[config.mk]
export PLATFORM = sky130hd
export DESIGN_NAME = e3_rx_line_decoder
export DESIGN_NICKNAME = d
export VERILOG_FILES = /design/src/e3_rx_pkg.sv /design/src/e3_rx_line_decoder.sv
export SDC_FILE = /design/constraint.sdc
export NUM_CORES = 1
export LEC_CHECK = 0
export BUFFER_PORTS_ARGS = -buffer_cell sky130_fd_sc_hd__buf_4
export CELL_PAD_IN_SITES_DETAIL_PLACEMENT = 0
export CELL_PAD_IN_SITES_GLOBAL_PLACEMENT = 1
export CORE_MARGIN = 8
export CORE_UTILIZATION = 50
export CTS_BUF_LIST = sky130_fd_sc_hd__clkbuf_2 sky130_fd_sc_hd__clkbuf_4 sky130_fd_sc_hd__clkbuf_8
export DETAILED_ROUTE_END_ITERATION = 12
export PLACE_DENSITY = 0.95
export SYNTH_ARGS = -nofsm -noshare
export SYNTH_HDL_FRONTEND = slang
export SYNTH_SLANG_ARGS = --single-unit
[constraint.sdc]
create_clock -name clk_i -period 6.7 [get_ports clk_i]
set_clock_uncertainty 0.1 [all_clocks]
set_input_delay 0.67 -clock clk_i [delete_from_list [all_inputs] [get_ports clk_i]]
set_output_delay 0.67 -clock clk_i [all_outputs]
set_load 0.01 [all_outputs]
[src/e3_rx_pkg.sv]
// Constants, register map and carrier types for the E3 receive line decoder.
// Assumes a 100 MHz system clock and AXI4-Lite register access, one register per word.
// Summary of operation
// - All receive logic is timed by the recovered line clock edges, except the one-second period, which counts system clock cycles.
// - Line data is captured only from the positive and negative rail inputs.
// - Unipolar mode takes NRZ data from the positive rail alone.
// - Unipolar: rail high at sampling edge gives one, low gives zero.
// - Control bit 3 picks bipolar (0) or unipolar (1) input mode.
// - After reset the mode bit is 0, so operation is bipolar.
// - The rail format choice also drives the transmit output mode.
// - Bipolar mode accepts both rails and decodes AMI or HDB3.
// - AMI: a mark on either rail is one, no pulse is zero.
// - HDB3: 000V and B00V patterns become four zeros.
// - Invalid violations flag a code violation and bump the event count.
// - Each flagged code violation also bumps the one-second accumulation.
// - HDB3: three or more consecutive zeros bump the one-second accumulation.
// - Control bit 1 picks rising (0) or falling (1) sampling edge.
package e3_rx_pkg;

    localparam int ADDR_W = 9;
    localparam int DATA_W = 32;

    // Register indices; byte address is four times the index
    localparam logic [6:0] IDX_CTRL = 7'h01;
    localparam logic [6:0] IDX_STS = 7'h02;
    localparam logic [6:0] IDX_MASK = 7'h03;
    localparam logic [6:0] IDX_EVT_HI = 7'h50;
    localparam logic [6:0] IDX_EVT_LO = 7'h51;
    localparam logic [6:0] IDX_ACC_HI = 7'h6e;
    localparam logic [6:0] IDX_ACC_LO = 7'h6f;

    // Control register fields and reset
    localparam logic [7:0] CTRL_RESET = 8'ha0;
    localparam logic [7:0] CTRL_WMASK = 8'hbf;
    localparam int CTRL_EDGE_BIT = 1;
    localparam int CTRL_UNI_BIT = 3;
    localparam int CTRL_AMI_BIT = 4;

    // Interrupt status fields
    localparam int STS_LCV_BIT = 0;
    localparam int STS_ZERO_BIT = 1;
    localparam logic [1:0] STS_RESET = 2'h0;
    localparam logic [1:0] MASK_RESET = 2'h0;

    // Zero run that counts as excessive
    localparam logic [1:0] ZERO_RUN_LIMIT = 2'h3;

    // One-second period
    localparam int CLK_HZ = 100_000_000;
    localparam int ONE_SEC_MS = 1000;
    localparam int ONE_SEC_CYCLES = (CLK_HZ / 1000) * ONE_SEC_MS;

    localparam logic [1:0] RESP_OKAY = 2'h0;
    localparam logic [1:0] RESP_SLVERR = 2'h2;

    // One received line symbol
    typedef struct packed {
        logic mark;
        logic pos;
    } sym_t;

    // Synchronised rail pair
    typedef struct packed {
        logic pos;
        logic neg;
    } rail_t;

endpackage

[src/e3_rx_line_decoder.sv]
// E3 receive line decoder: rail sampling, AMI/HDB3 decode, violation counting.
// Assumes line clock and rails arrive asynchronously; registers reached over AXI4-Lite.
//
// The AXI4-Lite interface to the registers was chosen for this implementation.
`timescale 1ns/1ps
module e3_rx_line_decoder #(
    parameter int ONE_SEC_CYCLES = e3_rx_pkg::ONE_SEC_CYCLES
) (
    input wire logic clk_i,
    input wire logic rstn_i,
    input wire logic recv_line_clock_i,
    input wire logic recv_positive_rail_i,
    input wire logic recv_negative_rail_i,
    output logic recv_data_o,
    output logic recv_data_valid_o,
    output logic line_code_violation_o,
    output logic tx_single_rail_o,
    output logic irq_o,
    input wire logic [e3_rx_pkg::ADDR_W-1:0] s_axi_awaddr,
    input wire logic s_axi_awvalid,
    output logic s_axi_awready,
    input wire logic [31:0] s_axi_wdata,
    input wire logic [3:0] s_axi_wstrb,
    input wire logic s_axi_wvalid,
    output logic s_axi_wready,
    output logic [1:0] s_axi_bresp,
    output logic s_axi_bvalid,
    input wire logic s_axi_bready,
    input wire logic [e3_rx_pkg::ADDR_W-1:0] s_axi_araddr,
    input wire logic s_axi_arvalid,
    output logic s_axi_arready,
    output logic [31:0] s_axi_rdata,
    output logic [1:0] s_axi_rresp,
    output logic s_axi_rvalid,
    input wire logic s_axi_rready
);

    // Synchronisers
    logic [2:0] lclk_r;
    logic [2:0] lclk_ok_r;
    e3_rx_pkg::rail_t rail_s1_r;
    e3_rx_pkg::rail_t rail_s2_r;

    always_ff @(posedge clk_i or negedge rstn_i) begin
        if (!rstn_i) begin
            lclk_r <= 3'h0;
            lclk_ok_r <= 3'h0;
            rail_s1_r <= '0;
            rail_s2_r <= '0;
        end else begin
            lclk_r <= {lclk_r[1:0], recv_line_clock_i};
            lclk_ok_r <= {lclk_ok_r[1:0], 1'b1};
            rail_s1_r <= {recv_positive_rail_i, recv_negative_rail_i};
            rail_s2_r <= rail_s1_r;
        end
    end

    // Registers
    logic [7:0] ctrl_r;
    logic [1:0] sts_r;
    logic [1:0] mask_r;
    logic [15:0] evt_cnt_r;
    logic [15:0] acc_run_r;
    logic [15:0] acc_r;

    logic edge_sel;
    logic uni;
    logic ami;
    assign edge_sel = ctrl_r[e3_rx_pkg::CTRL_EDGE_BIT];
    assign uni = ctrl_r[e3_rx_pkg::CTRL_UNI_BIT];
    assign ami = ctrl_r[e3_rx_pkg::CTRL_AMI_BIT];

    // Sampling edge of the line clock
    logic rise_det;
    logic fall_det;
    logic samp;
    // Edge detect held off until the synchroniser is filled after reset
    assign rise_det = lclk_ok_r[2] & lclk_r[1] & ~lclk_r[2];
    assign fall_det = lclk_ok_r[2] & ~lclk_r[1] & lclk_r[2];
    assign samp = edge_sel ? fall_det : rise_det;

    // Symbol classification
    e3_rx_pkg::sym_t d_r [4];
    e3_rx_pkg::sym_t s_new;
    logic last_pol_r;
    logic have_mark_r;
    logic [1:0] zrun_r;
    logic dbl;
    logic viol;
    logic valid_v;
    logic line_code_violation;
    logic zero3;

    always_comb begin
        if (uni) begin
            s_new.mark = rail_s2_r.pos;
            s_new.pos = 1'b1;
        end else begin
            s_new.mark = rail_s2_r.pos | rail_s2_r.neg;
            s_new.pos = rail_s2_r.pos;
        end
    end

    assign dbl = ~uni & rail_s2_r.pos & rail_s2_r.neg;
    assign viol = ~uni & s_new.mark & ~dbl & have_mark_r & (s_new.pos == last_pol_r);
    assign valid_v = viol & ~ami & ~d_r[0].mark & ~d_r[1].mark;
    assign line_code_violation = samp & ((viol & ~valid_v) | dbl);
    assign zero3 = samp & ~uni & ~ami & ~s_new.mark & (zrun_r == (e3_rx_pkg::ZERO_RUN_LIMIT - 2'h1));

    // Four-symbol delay line, cleared whole on a valid substitution
    genvar gi;
    generate
        for (gi = 0; gi < 4; gi++) begin : g_dly
            e3_rx_pkg::sym_t d_prev;
            if (gi == 0) begin : g_head
                assign d_prev = s_new;
            end else begin : g_tail
                assign d_prev = d_r[gi-1];
            end
            always_ff @(posedge clk_i or negedge rstn_i) begin
                if (!rstn_i) begin
                    d_r[gi] <= '0;
                end else if (samp) begin
                    if (valid_v) begin
                        d_r[gi] <= '0;
                    end else begin
                        d_r[gi] <= d_prev;
                    end
                end
            end
        end
    endgenerate

    // Polarity and zero run tracking
    always_ff @(posedge clk_i or negedge rstn_i) begin
        if (!rstn_i) begin
            last_pol_r <= 1'b0;
            have_mark_r <= 1'b0;
            zrun_r <= 2'h0;
        end else if (samp) begin
            if (s_new.mark && !dbl && !uni) begin
                last_pol_r <= s_new.pos;
                have_mark_r <= 1'b1;
            end
            if (s_new.mark) begin
                zrun_r <= 2'h0;
            end else if (zrun_r != e3_rx_pkg::ZERO_RUN_LIMIT) begin
                zrun_r <= zrun_r + 2'h1;
            end
        end
    end

    // Decoded output stream
    always_ff @(posedge clk_i or negedge rstn_i) begin
        if (!rstn_i) begin
            recv_data_o <= 1'b0;
            recv_data_valid_o <= 1'b0;
            line_code_violation_o <= 1'b0;
        end else begin
            recv_data_valid_o <= samp;
            line_code_violation_o <= line_code_violation;
            if (samp) begin
                recv_data_o <= d_r[3].mark;
            end
        end
    end

    // Violation event count
    always_ff @(posedge clk_i or negedge rstn_i) begin
        if (!rstn_i) begin
            evt_cnt_r <= 16'h0000;
        end else if (line_code_violation) begin
            evt_cnt_r <= evt_cnt_r + 16'h0001;
        end
    end

    // One-second accumulation
    logic [31:0] sec_cnt_r;
    logic sec_tick;
    logic acc_inc;
    assign sec_tick = (sec_cnt_r == 32'(ONE_SEC_CYCLES - 1));
    assign acc_inc = line_code_violation | zero3;

    always_ff @(posedge clk_i or negedge rstn_i) begin
        if (!rstn_i) begin
            sec_cnt_r <= 32'h0;
            acc_run_r <= 16'h0000;
            acc_r <= 16'h0000;
        end else begin
            sec_cnt_r <= sec_tick ? 32'h0 : sec_cnt_r + 32'h1;
            if (sec_tick) begin
                acc_r <= acc_run_r + {15'h0000, acc_inc};
                acc_run_r <= 16'h0000;
            end else if (acc_inc) begin
                acc_run_r <= acc_run_r + 16'h0001;
            end
        end
    end

    // AXI4-Lite write path
    logic aw_got_r;
    logic w_got_r;
    logic [6:0] wr_idx_r;
    logic [7:0] wr_byte_r;
    logic wr_be_r;
    logic aw_fire;
    logic w_fire;
    logic do_write;
    assign aw_fire = s_axi_awvalid & s_axi_awready;
    assign w_fire = s_axi_wvalid & s_axi_wready;
    assign do_write = aw_got_r & w_got_r & ~s_axi_bvalid;

    always_ff @(posedge clk_i or negedge rstn_i) begin
        if (!rstn_i) begin
            s_axi_awready <= 1'b1;
            s_axi_wready <= 1'b1;
            aw_got_r <= 1'b0;
            w_got_r <= 1'b0;
            wr_idx_r <= 7'h00;
            wr_byte_r <= 8'h00;
            wr_be_r <= 1'b0;
            s_axi_bvalid <= 1'b0;
            s_axi_bresp <= e3_rx_pkg::RESP_OKAY;
        end else begin
            if (aw_fire) begin
                s_axi_awready <= 1'b0;
                aw_got_r <= 1'b1;
                wr_idx_r <= s_axi_awaddr[8:2];
            end
            if (w_fire) begin
                s_axi_wready <= 1'b0;
                w_got_r <= 1'b1;
                wr_byte_r <= s_axi_wdata[7:0];
                wr_be_r <= s_axi_wstrb[0];
            end
            if (do_write) begin
                aw_got_r <= 1'b0;
                w_got_r <= 1'b0;
                s_axi_bvalid <= 1'b1;
                s_axi_bresp <= (wr_idx_r == e3_rx_pkg::IDX_CTRL || wr_idx_r == e3_rx_pkg::IDX_STS ||
                    wr_idx_r == e3_rx_pkg::IDX_MASK) ? e3_rx_pkg::RESP_OKAY : e3_rx_pkg::RESP_SLVERR;
            end
            if (s_axi_bvalid && s_axi_bready) begin
                s_axi_bvalid <= 1'b0;
                s_axi_awready <= 1'b1;
                s_axi_wready <= 1'b1;
            end
        end
    end

    logic wr_ok;
    assign wr_ok = do_write & wr_be_r;

    // Control and mask registers
    always_ff @(posedge clk_i or negedge rstn_i) begin
        if (!rstn_i) begin
            ctrl_r <= e3_rx_pkg::CTRL_RESET;
            mask_r <= e3_rx_pkg::MASK_RESET;
        end else if (wr_ok) begin
            if (wr_idx_r == e3_rx_pkg::IDX_CTRL) begin
                ctrl_r <= wr_byte_r & e3_rx_pkg::CTRL_WMASK;
            end
            if (wr_idx_r == e3_rx_pkg::IDX_MASK) begin
                mask_r <= wr_byte_r[1:0];
            end
        end
    end

    // Sticky status, set beats a write-one clear
    logic [1:0] sts_set;
    logic [1:0] sts_clr;
    assign sts_set = {zero3, line_code_violation};
    assign sts_clr = (wr_ok && wr_idx_r == e3_rx_pkg::IDX_STS) ? wr_byte_r[1:0] : 2'h0;

    always_ff @(posedge clk_i or negedge rstn_i) begin
        if (!rstn_i) begin
            sts_r <= e3_rx_pkg::STS_RESET;
            irq_o <= 1'b0;
            tx_single_rail_o <= 1'b0;
        end else begin
            sts_r <= (sts_r & ~sts_clr) | sts_set;
            irq_o <= |(sts_r & mask_r);
            tx_single_rail_o <= uni;
        end
    end

    // AXI4-Lite read path
    logic [6:0] rd_idx;
    logic [31:0] rd_val;
    logic rd_hit;
    assign rd_idx = s_axi_araddr[8:2];

    always_comb begin
        rd_val = 32'h0;
        rd_hit = 1'b1;
        case (rd_idx)
            e3_rx_pkg::IDX_CTRL: rd_val = {24'h0, ctrl_r};
            e3_rx_pkg::IDX_STS: rd_val = {30'h0, sts_r};
            e3_rx_pkg::IDX_MASK: rd_val = {30'h0, mask_r};
            e3_rx_pkg::IDX_EVT_HI: rd_val = {24'h0, evt_cnt_r[15:8]};
            e3_rx_pkg::IDX_EVT_LO: rd_val = {24'h0, evt_cnt_r[7:0]};
            e3_rx_pkg::IDX_ACC_HI: rd_val = {24'h0, acc_r[15:8]};
            e3_rx_pkg::IDX_ACC_LO: rd_val = {24'h0, acc_r[7:0]};
            default: rd_hit = 1'b0;
        endcase
    end

    always_ff @(posedge clk_i or negedge rstn_i) begin
        if (!rstn_i) begin
            s_axi_arready <= 1'b1;
            s_axi_rvalid <= 1'b0;
            s_axi_rdata <= 32'h0;
            s_axi_rresp <= e3_rx_pkg::RESP_OKAY;
        end else if (s_axi_arvalid && s_axi_arready) begin
            s_axi_arready <= 1'b0;
            s_axi_rvalid <= 1'b1;
            s_axi_rdata <= rd_val;
            s_axi_rresp <= rd_hit ? e3_rx_pkg::RESP_OKAY : e3_rx_pkg::RESP_SLVERR;
        end else if (s_axi_rvalid && s_axi_rready) begin
            s_axi_rvalid <= 1'b0;
            s_axi_arready <= 1'b1;
        end
    end
endmodule

==> impl_metrics.ini, run 1 <==
[outcome]
status = finished clean

[clock_network]
ctsHoldBuffers = 0
clk_pin_slew_ps = 90
cts_tree = built
post_cts_buffers = 0
post_cts_resized = 0
clk_path_buf_depth = 2
htreeDepth = 4
clockRootBuffer = clkbuf_8
clkSinkCount = 146
cts_made_buffers = 17
insertion_delay_ps = 450

[die]
core.rowCount = 43
io_pins = 110
initial_core_util_pct = 51.1
dieHeight_um = 135
dieArea_um2 = 18200
core_area_um2 = 13900
die_w_um = 135

[synth]
synth_compound_area_share_pct = 9.65
synthAdderAreaFrac_pct = 1.24
ys.flop_type = dfrtp_1
synth_top_family_by_area = simple AND/OR/NAND/NOR gates
synth_top_cell_area_share_pct = 49.8
seq_area_frac_synth_pct = 51.6
ys_types = 61
synth_top_area_cell = dfrtp_1
synthCells = 677
synth_mux_area_share_pct = 5.95
netlist_top_cells_area = dfrtp_1 50%, mux2_2 5.2%, xor2_1 4.9%
yosys_warnings = 0
ys_ff_latch = 146
syn_area_um2 = 7090
ys_async_sr_fraction_pct = 100
synth-xor-area-share_pct = 7.53
synth_edf_count = 0
synth_simple_gate_area_share_pct = 18.1
avgSynthCellArea_um2 = 10.5

[sta]
slew-limit-headroom_pct = 47.7
rsz0062_at_grt = false
fin_setup_tns_ps = 0
post-route-period-util_pct = 54.7
setup_viol = 0
hold_violations = 0
max_freq_ghz = 0.273
drv_slew = 0
finalCriticalPeriod_ps = 3660
tightest_slew_ps = 785

[global_route]
grt_pass1_vias = 5146
antenna_found_initial = 0
grt_pass1_wl_um = 25500
grt_util_all_layers_pct = 17.1
grt_overflow_total = 0
grt_max_degree = 88

[critical_path]
required_ps = 6930
critPathMaxStageDelay_ps = 750
crit_arrival_ps = 3890
startpoint_type = flip-flop
worst_path_max_delay_cell = a2111oi_4
crit_fanout = 19
rrSetupSlack_ps = 3040
critical_path.cell_chain = or3b_4, a2111oi_4, o21ai_4, inv_1, ha_1, nand3_1, nor3_1, nand2_1, xor2_1, o21ai_0
path_class = reg -> reg
endpoint_kind = flip-flop

[placement]
dp_cells = 889
place.detailed.hpwl_um = 10700
io_buffers = 51
gp_congestion = 0.854

[route]
drc = 0
num_vias = 5204
wl_per_cell_um = 16.4
drt_first_pass_iters = 5
drtIter0Drc = 399
drtAntennaViolNets = 0
wirelength_um = 15100
vias_per_cell = 5.65

[power]
pwr-share-clk_pct = 33.4
p_seq_share_pct = 52.8
power_frac_comb_pct = 13.8
internal_power_mw = 1.46
power.switching_mw = 0.625
p_per_area_nw_per_um2 = 263
swShare_pct = 30.0
max-vdd-ir-drop_mv = 0.177
p_leak_nw = 3.61

[layout]
final_core_util_pct = 56.9
layout.cells.non_filler = 921
areaGrowthSynthToFinish_pct = 11.4
fin_nets = 799
regArea_um2 = 3660
fillers = 1182
multi_input_area_um2 = 3110
num_antenna_cells = 0
layout-drive-gt1-share_pct = 19.6

[worst_hold_path]
hold_path_class = in -> async

[run]
drv_cap = 0
-- worst paths after layout --
check                                startpoint            to  cells after the start
max reg2reg                        rail_s2_r[0]     acc_r[15]                     10
max in group asynchronous                rstn_i        d_r[3]                      2
min reg2reg                        lclk_ok_r[1]  lclk_ok_r[2]                      0
min in group clk_i         recv_negative_rail_i  rail_s1_r[0]                      1
min                                      rstn_i  sec_cnt_r[7]                      1
max                                rail_s2_r[0]     acc_r[15]                     10
-- power groups by stage --
stage | Combinational (mW) | Clock, mW | Sequential [mW]
3_5_place_dp | 0.289 | 0 | 1.11
6_report | 0.287 | 0.695 | 1.10
3_3_place_gp | 0.280 | 0 | 1.10
5_1_grt | 0.325 | 0.748 | 1.12
4_1_cts | 0.291 | 0.709 | 1.10
2_1_floorplan | 0.200 | 0 | 1.09
-- cells in the final DEF, fill, tap and decap left out, types with 6 or more instances in the layout --
master	count
a21oi_1	17
a221oi_1	6
a22o_1	10
and2_1	6
and3_1	12
and4_1	7
buf_4	53
clkbuf_8	17
conb_1	27
dfrtp_1	141
ha_1	7
inv_1	23
inv_6	6
mux2_2	33
nand2_1	79
nand3_1	28
nand4_1	18
nor2_1	41
nor3_1	22
nor4_1	7
o21ai_0	32
xnor2_1	21
xor2_1	40
-- synth_stat cells, types with 2 or more instances --
library cell / count
a21boi_0: 2
a21oi_1: 17
a221oi_1: 6
a22o_1: 10
a22oi_1: 3
a31oi_1: 2
a32oi_1: 4
and2_1: 6
and3_1: 12
and4_1: 7
buf_2: 2
buf_4: 28
buf_6: 2
clkbuf_1: 13
clkbuf_8: 2
conb_1: 2
dfrtp_1: 141
dfstp_2: 5
ha_1: 7
inv_1: 23
mux2_2: 33
mux2i_1: 5
nand2_1: 79
nand3_1: 28
nand3b_1: 4
nand4_1: 18
nor2_1: 41
nor3_1: 22
nor4_1: 7
o2111ai_1: 5
o211ai_1: 3
o21a_1: 3
o21ai_0: 32
o22ai_1: 4
or2_2: 3
or3_2: 5
or4_1: 5
or4b_2: 4
xnor2_1: 21
xor2_1: 40
-- state kept, by name, summed over array words and instances, names as in the netlist, 7 cells and up --
name         count
ctrl_r           7
acc_run_r       16
s_axi_rdata      8
wr_byte_r        7
acc_r           16
evt_cnt_r       16
wr_idx_r         7
sec_cnt_r       32
-- metal layers --
metal / vias to the layer above / routed length [um] / global-route usage (%)
met1: 2578 / 6660 / 22.0
met4: 0 / 212 / 5.92
met5: - / 0 / 0
met2: 155 / 7480 / 27.4
met3: 25 / 770 / 4.38
li1: 2446 / - / -
-- cells by family after synthesis --
family	count (synthesis)
buffers and inverters	72
AO/OA/AOI/OAI	100
AND/OR/NAND/NOR	251
multiplexers	38
other	2
flip-flops	146
XOR/XNOR	61
adder cells (fa/ha/maj)	7
-- area by class of cell --
| cell class | count | area share [%] |
|---|---|---|
| inverters | 25 | 1.19 |
| clock inverters | 15 | 2.08 |
| clock buffers | 17 | 2.96 |
| well taps | 180 | 2.85 |
| repair buffers | 54 | 5.18 |
| multi-input cells | 484 | 39.4 |
| flip-flops and latches | 146 | 46.3 |
-- metrics by stage --
stage	cell area, um^2	power [mW]	worst slack [ps]	hold slack (ps)
after global placement	7500	1.38	3270	232
after detailed placement	7500	1.40	3100	236
after global routing	7900	2.19	2840	184
after floorplan	7180	1.29	3680	231
after CTS	7900	2.10	3080	195
final	7900	2.08	3040	191
-- critical path: cells and delay by family, from the launching register on --
family / cells / cell delay [ps]
adders and majority gates: 1 / 170
AOI/OAI and AO/OA: 3 / 1120
and+or+nand+nor: 4 / 1330
DFF: 1 / 490
buffers and inverters: 1 / 110
xor gates and xnor gates: 1 / 200
Note: power is estimated with default switching activity, not from simulation.
==> run 2: changes to the inputs <==
--- a/config.mk
+++ b/config.mk
@@ -5,14 +5,15 @@
 export SDC_FILE = /design/constraint.sdc
 export NUM_CORES = 1
 export LEC_CHECK = 0
+export ABC_AREA = 1
 export BUFFER_PORTS_ARGS = -buffer_cell sky130_fd_sc_hd__buf_4
 export CELL_PAD_IN_SITES_DETAIL_PLACEMENT = 0
 export CELL_PAD_IN_SITES_GLOBAL_PLACEMENT = 1
 export CORE_MARGIN = 8
-export CORE_UTILIZATION = 50
+export CORE_UTILIZATION = 44
 export CTS_BUF_LIST = sky130_fd_sc_hd__clkbuf_2 sky130_fd_sc_hd__clkbuf_4 sky130_fd_sc_hd__clkbuf_8
 export DETAILED_ROUTE_END_ITERATION = 12
-export PLACE_DENSITY = 0.95
+export PLACE_DENSITY = 0.92
 export SYNTH_ARGS = -nofsm -noshare
 export SYNTH_HDL_FRONTEND = slang
 export SYNTH_SLANG_ARGS = --single-unit
==> constraint.sdc (replaced) <==
create_clock -name clk_i -period 3.55 [get_ports clk_i]
set_clock_uncertainty 0.1 [all_clocks]
set_input_delay 0.355 -clock clk_i [delete_from_list [all_inputs] [get_ports clk_i]]
set_output_delay 0.355 -clock clk_i [all_outputs]
set_load 0.01 [all_outputs]
==> impl_metrics.ini, run 2 <==
[layout]
final_common_cell = nand2_1
layout-drive-gt1-share_pct = 12.3
regMostFlops = sec_cnt_r
areaGrowthSynthToFinish_pct = 13.7
num_antenna_cells = 0
fillers = 1711
layout_common_cells = 286 x nand2_1, 141 x dfrtp_1, 130 x inv_1, 93 x nor2_1, 62 x nand3_1
final_core_util_pct = 50.5
largest_reg_flops = 32
fin_nets = 1158
fin_area_um2 = 9000
layout.cells.non_filler = 1329

[synth]
syn_area_um2 = 7920
ys.flop_type = dfrtp_1
synthCells = 1014
synth_edf_count = 0
ys_ff_latch = 146
yosys_warnings = 0
ys_async_sr_fraction_pct = 100
synth_top_cell_area_share_pct = 44.6
synth_top_area_cell = dfrtp_1
ys_types = 37
seq_area_frac_synth_pct = 46.2
avgSynthCellArea_um2 = 7.81
yosysMostFrequentCell = nand2_1
netlist_top_cells_area = dfrtp_1 45%, nand2_1 14%, inv_1 6.2%
yosys-top-cells-count = 286 x nand2_1, 141 x dfrtp_1, 130 x inv_1, 93 x nor2_1, 62 x nand3_1

[clock_network]
clk_pin_slew_ps = 90
clk_path_buf_depth = 2
insertion_delay_ps = 450
post_cts_resized = 0
cts_made_buffers = 17
htreeDepth = 4
cts_tree = built
clockRootBuffer = clkbuf_8
clkSinkCount = 146

[die]
initial_core_util_pct = 44.4
core.rowCount = 49
core_area_um2 = 17800
die_w_um = 150
dieHeight_um = 150
dieArea_um2 = 22500
io_pins = 110

[critical_path]
required_ps = 3760
crit_fanout = 17
reg2reg_from = ctrl_r[3]
critical_path.cell_chain = o21ai_0, nand2_1, nor2_2, nand3_1, nand2_1, nand2_2, nand2_8, ha_1, ha_1, nand3_1, nor2_1, nand2_1, nor2_1, xor2_1, o21ai_1
critPathMaxStageDelay_ps = 480
endpoint_kind = flip-flop
setup.worst_path.start = ctrl_r[3]
path_class = reg -> reg
crit_buf_inv = 0
path_delay_family = simple AND/OR/NAND/NOR gates
path_common_cell = nand2_1
worst_path_max_delay_cell = dfrtp_1
crit_arrival_ps = 3000
startpoint_type = flip-flop

[route]
drtAntennaViolNets = 0
drc = 0
drtIter0Drc = 370
wirelength_um = 17500
num_vias = 6369
vias_per_cell = 4.79
wl_per_cell_um = 13.1
drt_first_pass_iters = 5

[global_route]
antenna_found_initial = 0
grt_overflow_total = 0
grt_pass1_wl_um = 29900
grt_util_all_layers_pct = 16.3
grt_max_degree = 86
grt_pass1_vias = 6251

[power]
p_leak_nw = 4.53
p_per_area_nw_per_um2 = 459
max-vdd-ir-drop_mv = 0.331

[worst_hold_path]
min-delay-start = s_axi_awaddr[2]
hold_path_class = in -> reg

[sta]
setup_viol = 0
rsz0062_at_grt = false
drv_slew = 0
setup_ws_ps = 758
finalCriticalPeriod_ps = 2790
fin_setup_tns_ps = 0
tightest_slew_ps = 760
slew-limit-headroom_pct = 49.3
max_freq_ghz = 0.358
hold_violations = 0
post-route-period-util_pct = 78.6

[placement]
dpl_worst_slack_ps = 737
place.detailed.hpwl_um = 12700
placed_cell_area_um2 = 8390
gp_congestion = 0.917
io_buffers = 51
dp_cells = 1277

[run]
drv_cap = 0

[outcome]
status = finished clean
[run 2: cell type report]
type	instances	area, um^2	share of cell area, %
Clock buffer	23	298	3.31
Clock inverter	9	119	1.32
Inverter	138	518	5.75
Multi-Input combinational cell	706	3480	38.7
Sequential cell	146	3660	40.7
Tap cell	229	287	3.18
Timing Repair Buffer	78	639	7.10
[run 2: tightest hold or removal path, stage by stage]
cell	delay (ps)
buf_4	80
nand2_1	40
o21ai_0	70
[run 2: cell families after synthesis]
kind of cell / synth area share [%]
other: 0.0949
xor gates and xnor gates: 5.97
adders and majority gates: 1.11
AOI/OAI and AO/OA: 5.86
and+or+nand+nor: 29.8
buffers and inverters: 11.0
DFF: 46.2
[run 2: path summary, 6_finish.rpt]
path / depth (start not counted) / end / slack [ps]
max: 15 / acc_r[14] / 760
min in group asynchronous: 2 / last_pol_r / 460
min: 3 / wr_idx_r[0] / 30
max reg2reg: 15 / acc_r[14] / 760
min reg2reg: 0 / rail_s2_r[0] / 260
max in group asynchronous: 3 / s_axi_arready / 2070
[run 2: power by group]
part / internal (mW) / switching, mW
clock: 0.714 / 0.641
sequential: 1.92 / 0.162
combinational: 0.274 / 0.423
[run 2: timing repair]
item | 4_1_cts | 5_1_grt
hold buffers | 20 | 0
endpoints found under the hold margin | 97 | 0
setup buffers | 0 | 0
[run 2: per-stage QoR]
stage | power (mW) | hold WS, ps
finish | 4.13 | 32.4
global route | 4.40 | 19.6
CTS | 4.19 | 8.41
detailed placement | 2.80 | 241
global placement | 2.77 | 234
floorplan | 2.55 | -40.6
[run 2: per-layer routing]
metal / track usage, % / wire length, um / vias to the layer above
li1: - / - / 3286
met1: 20.8 / 8180 / 2928
met2: 27.6 / 8280 / 135
met3: 2.86 / 734 / 20
met4: 5.15 / 265 / 0
met5: 0 / 0 / -
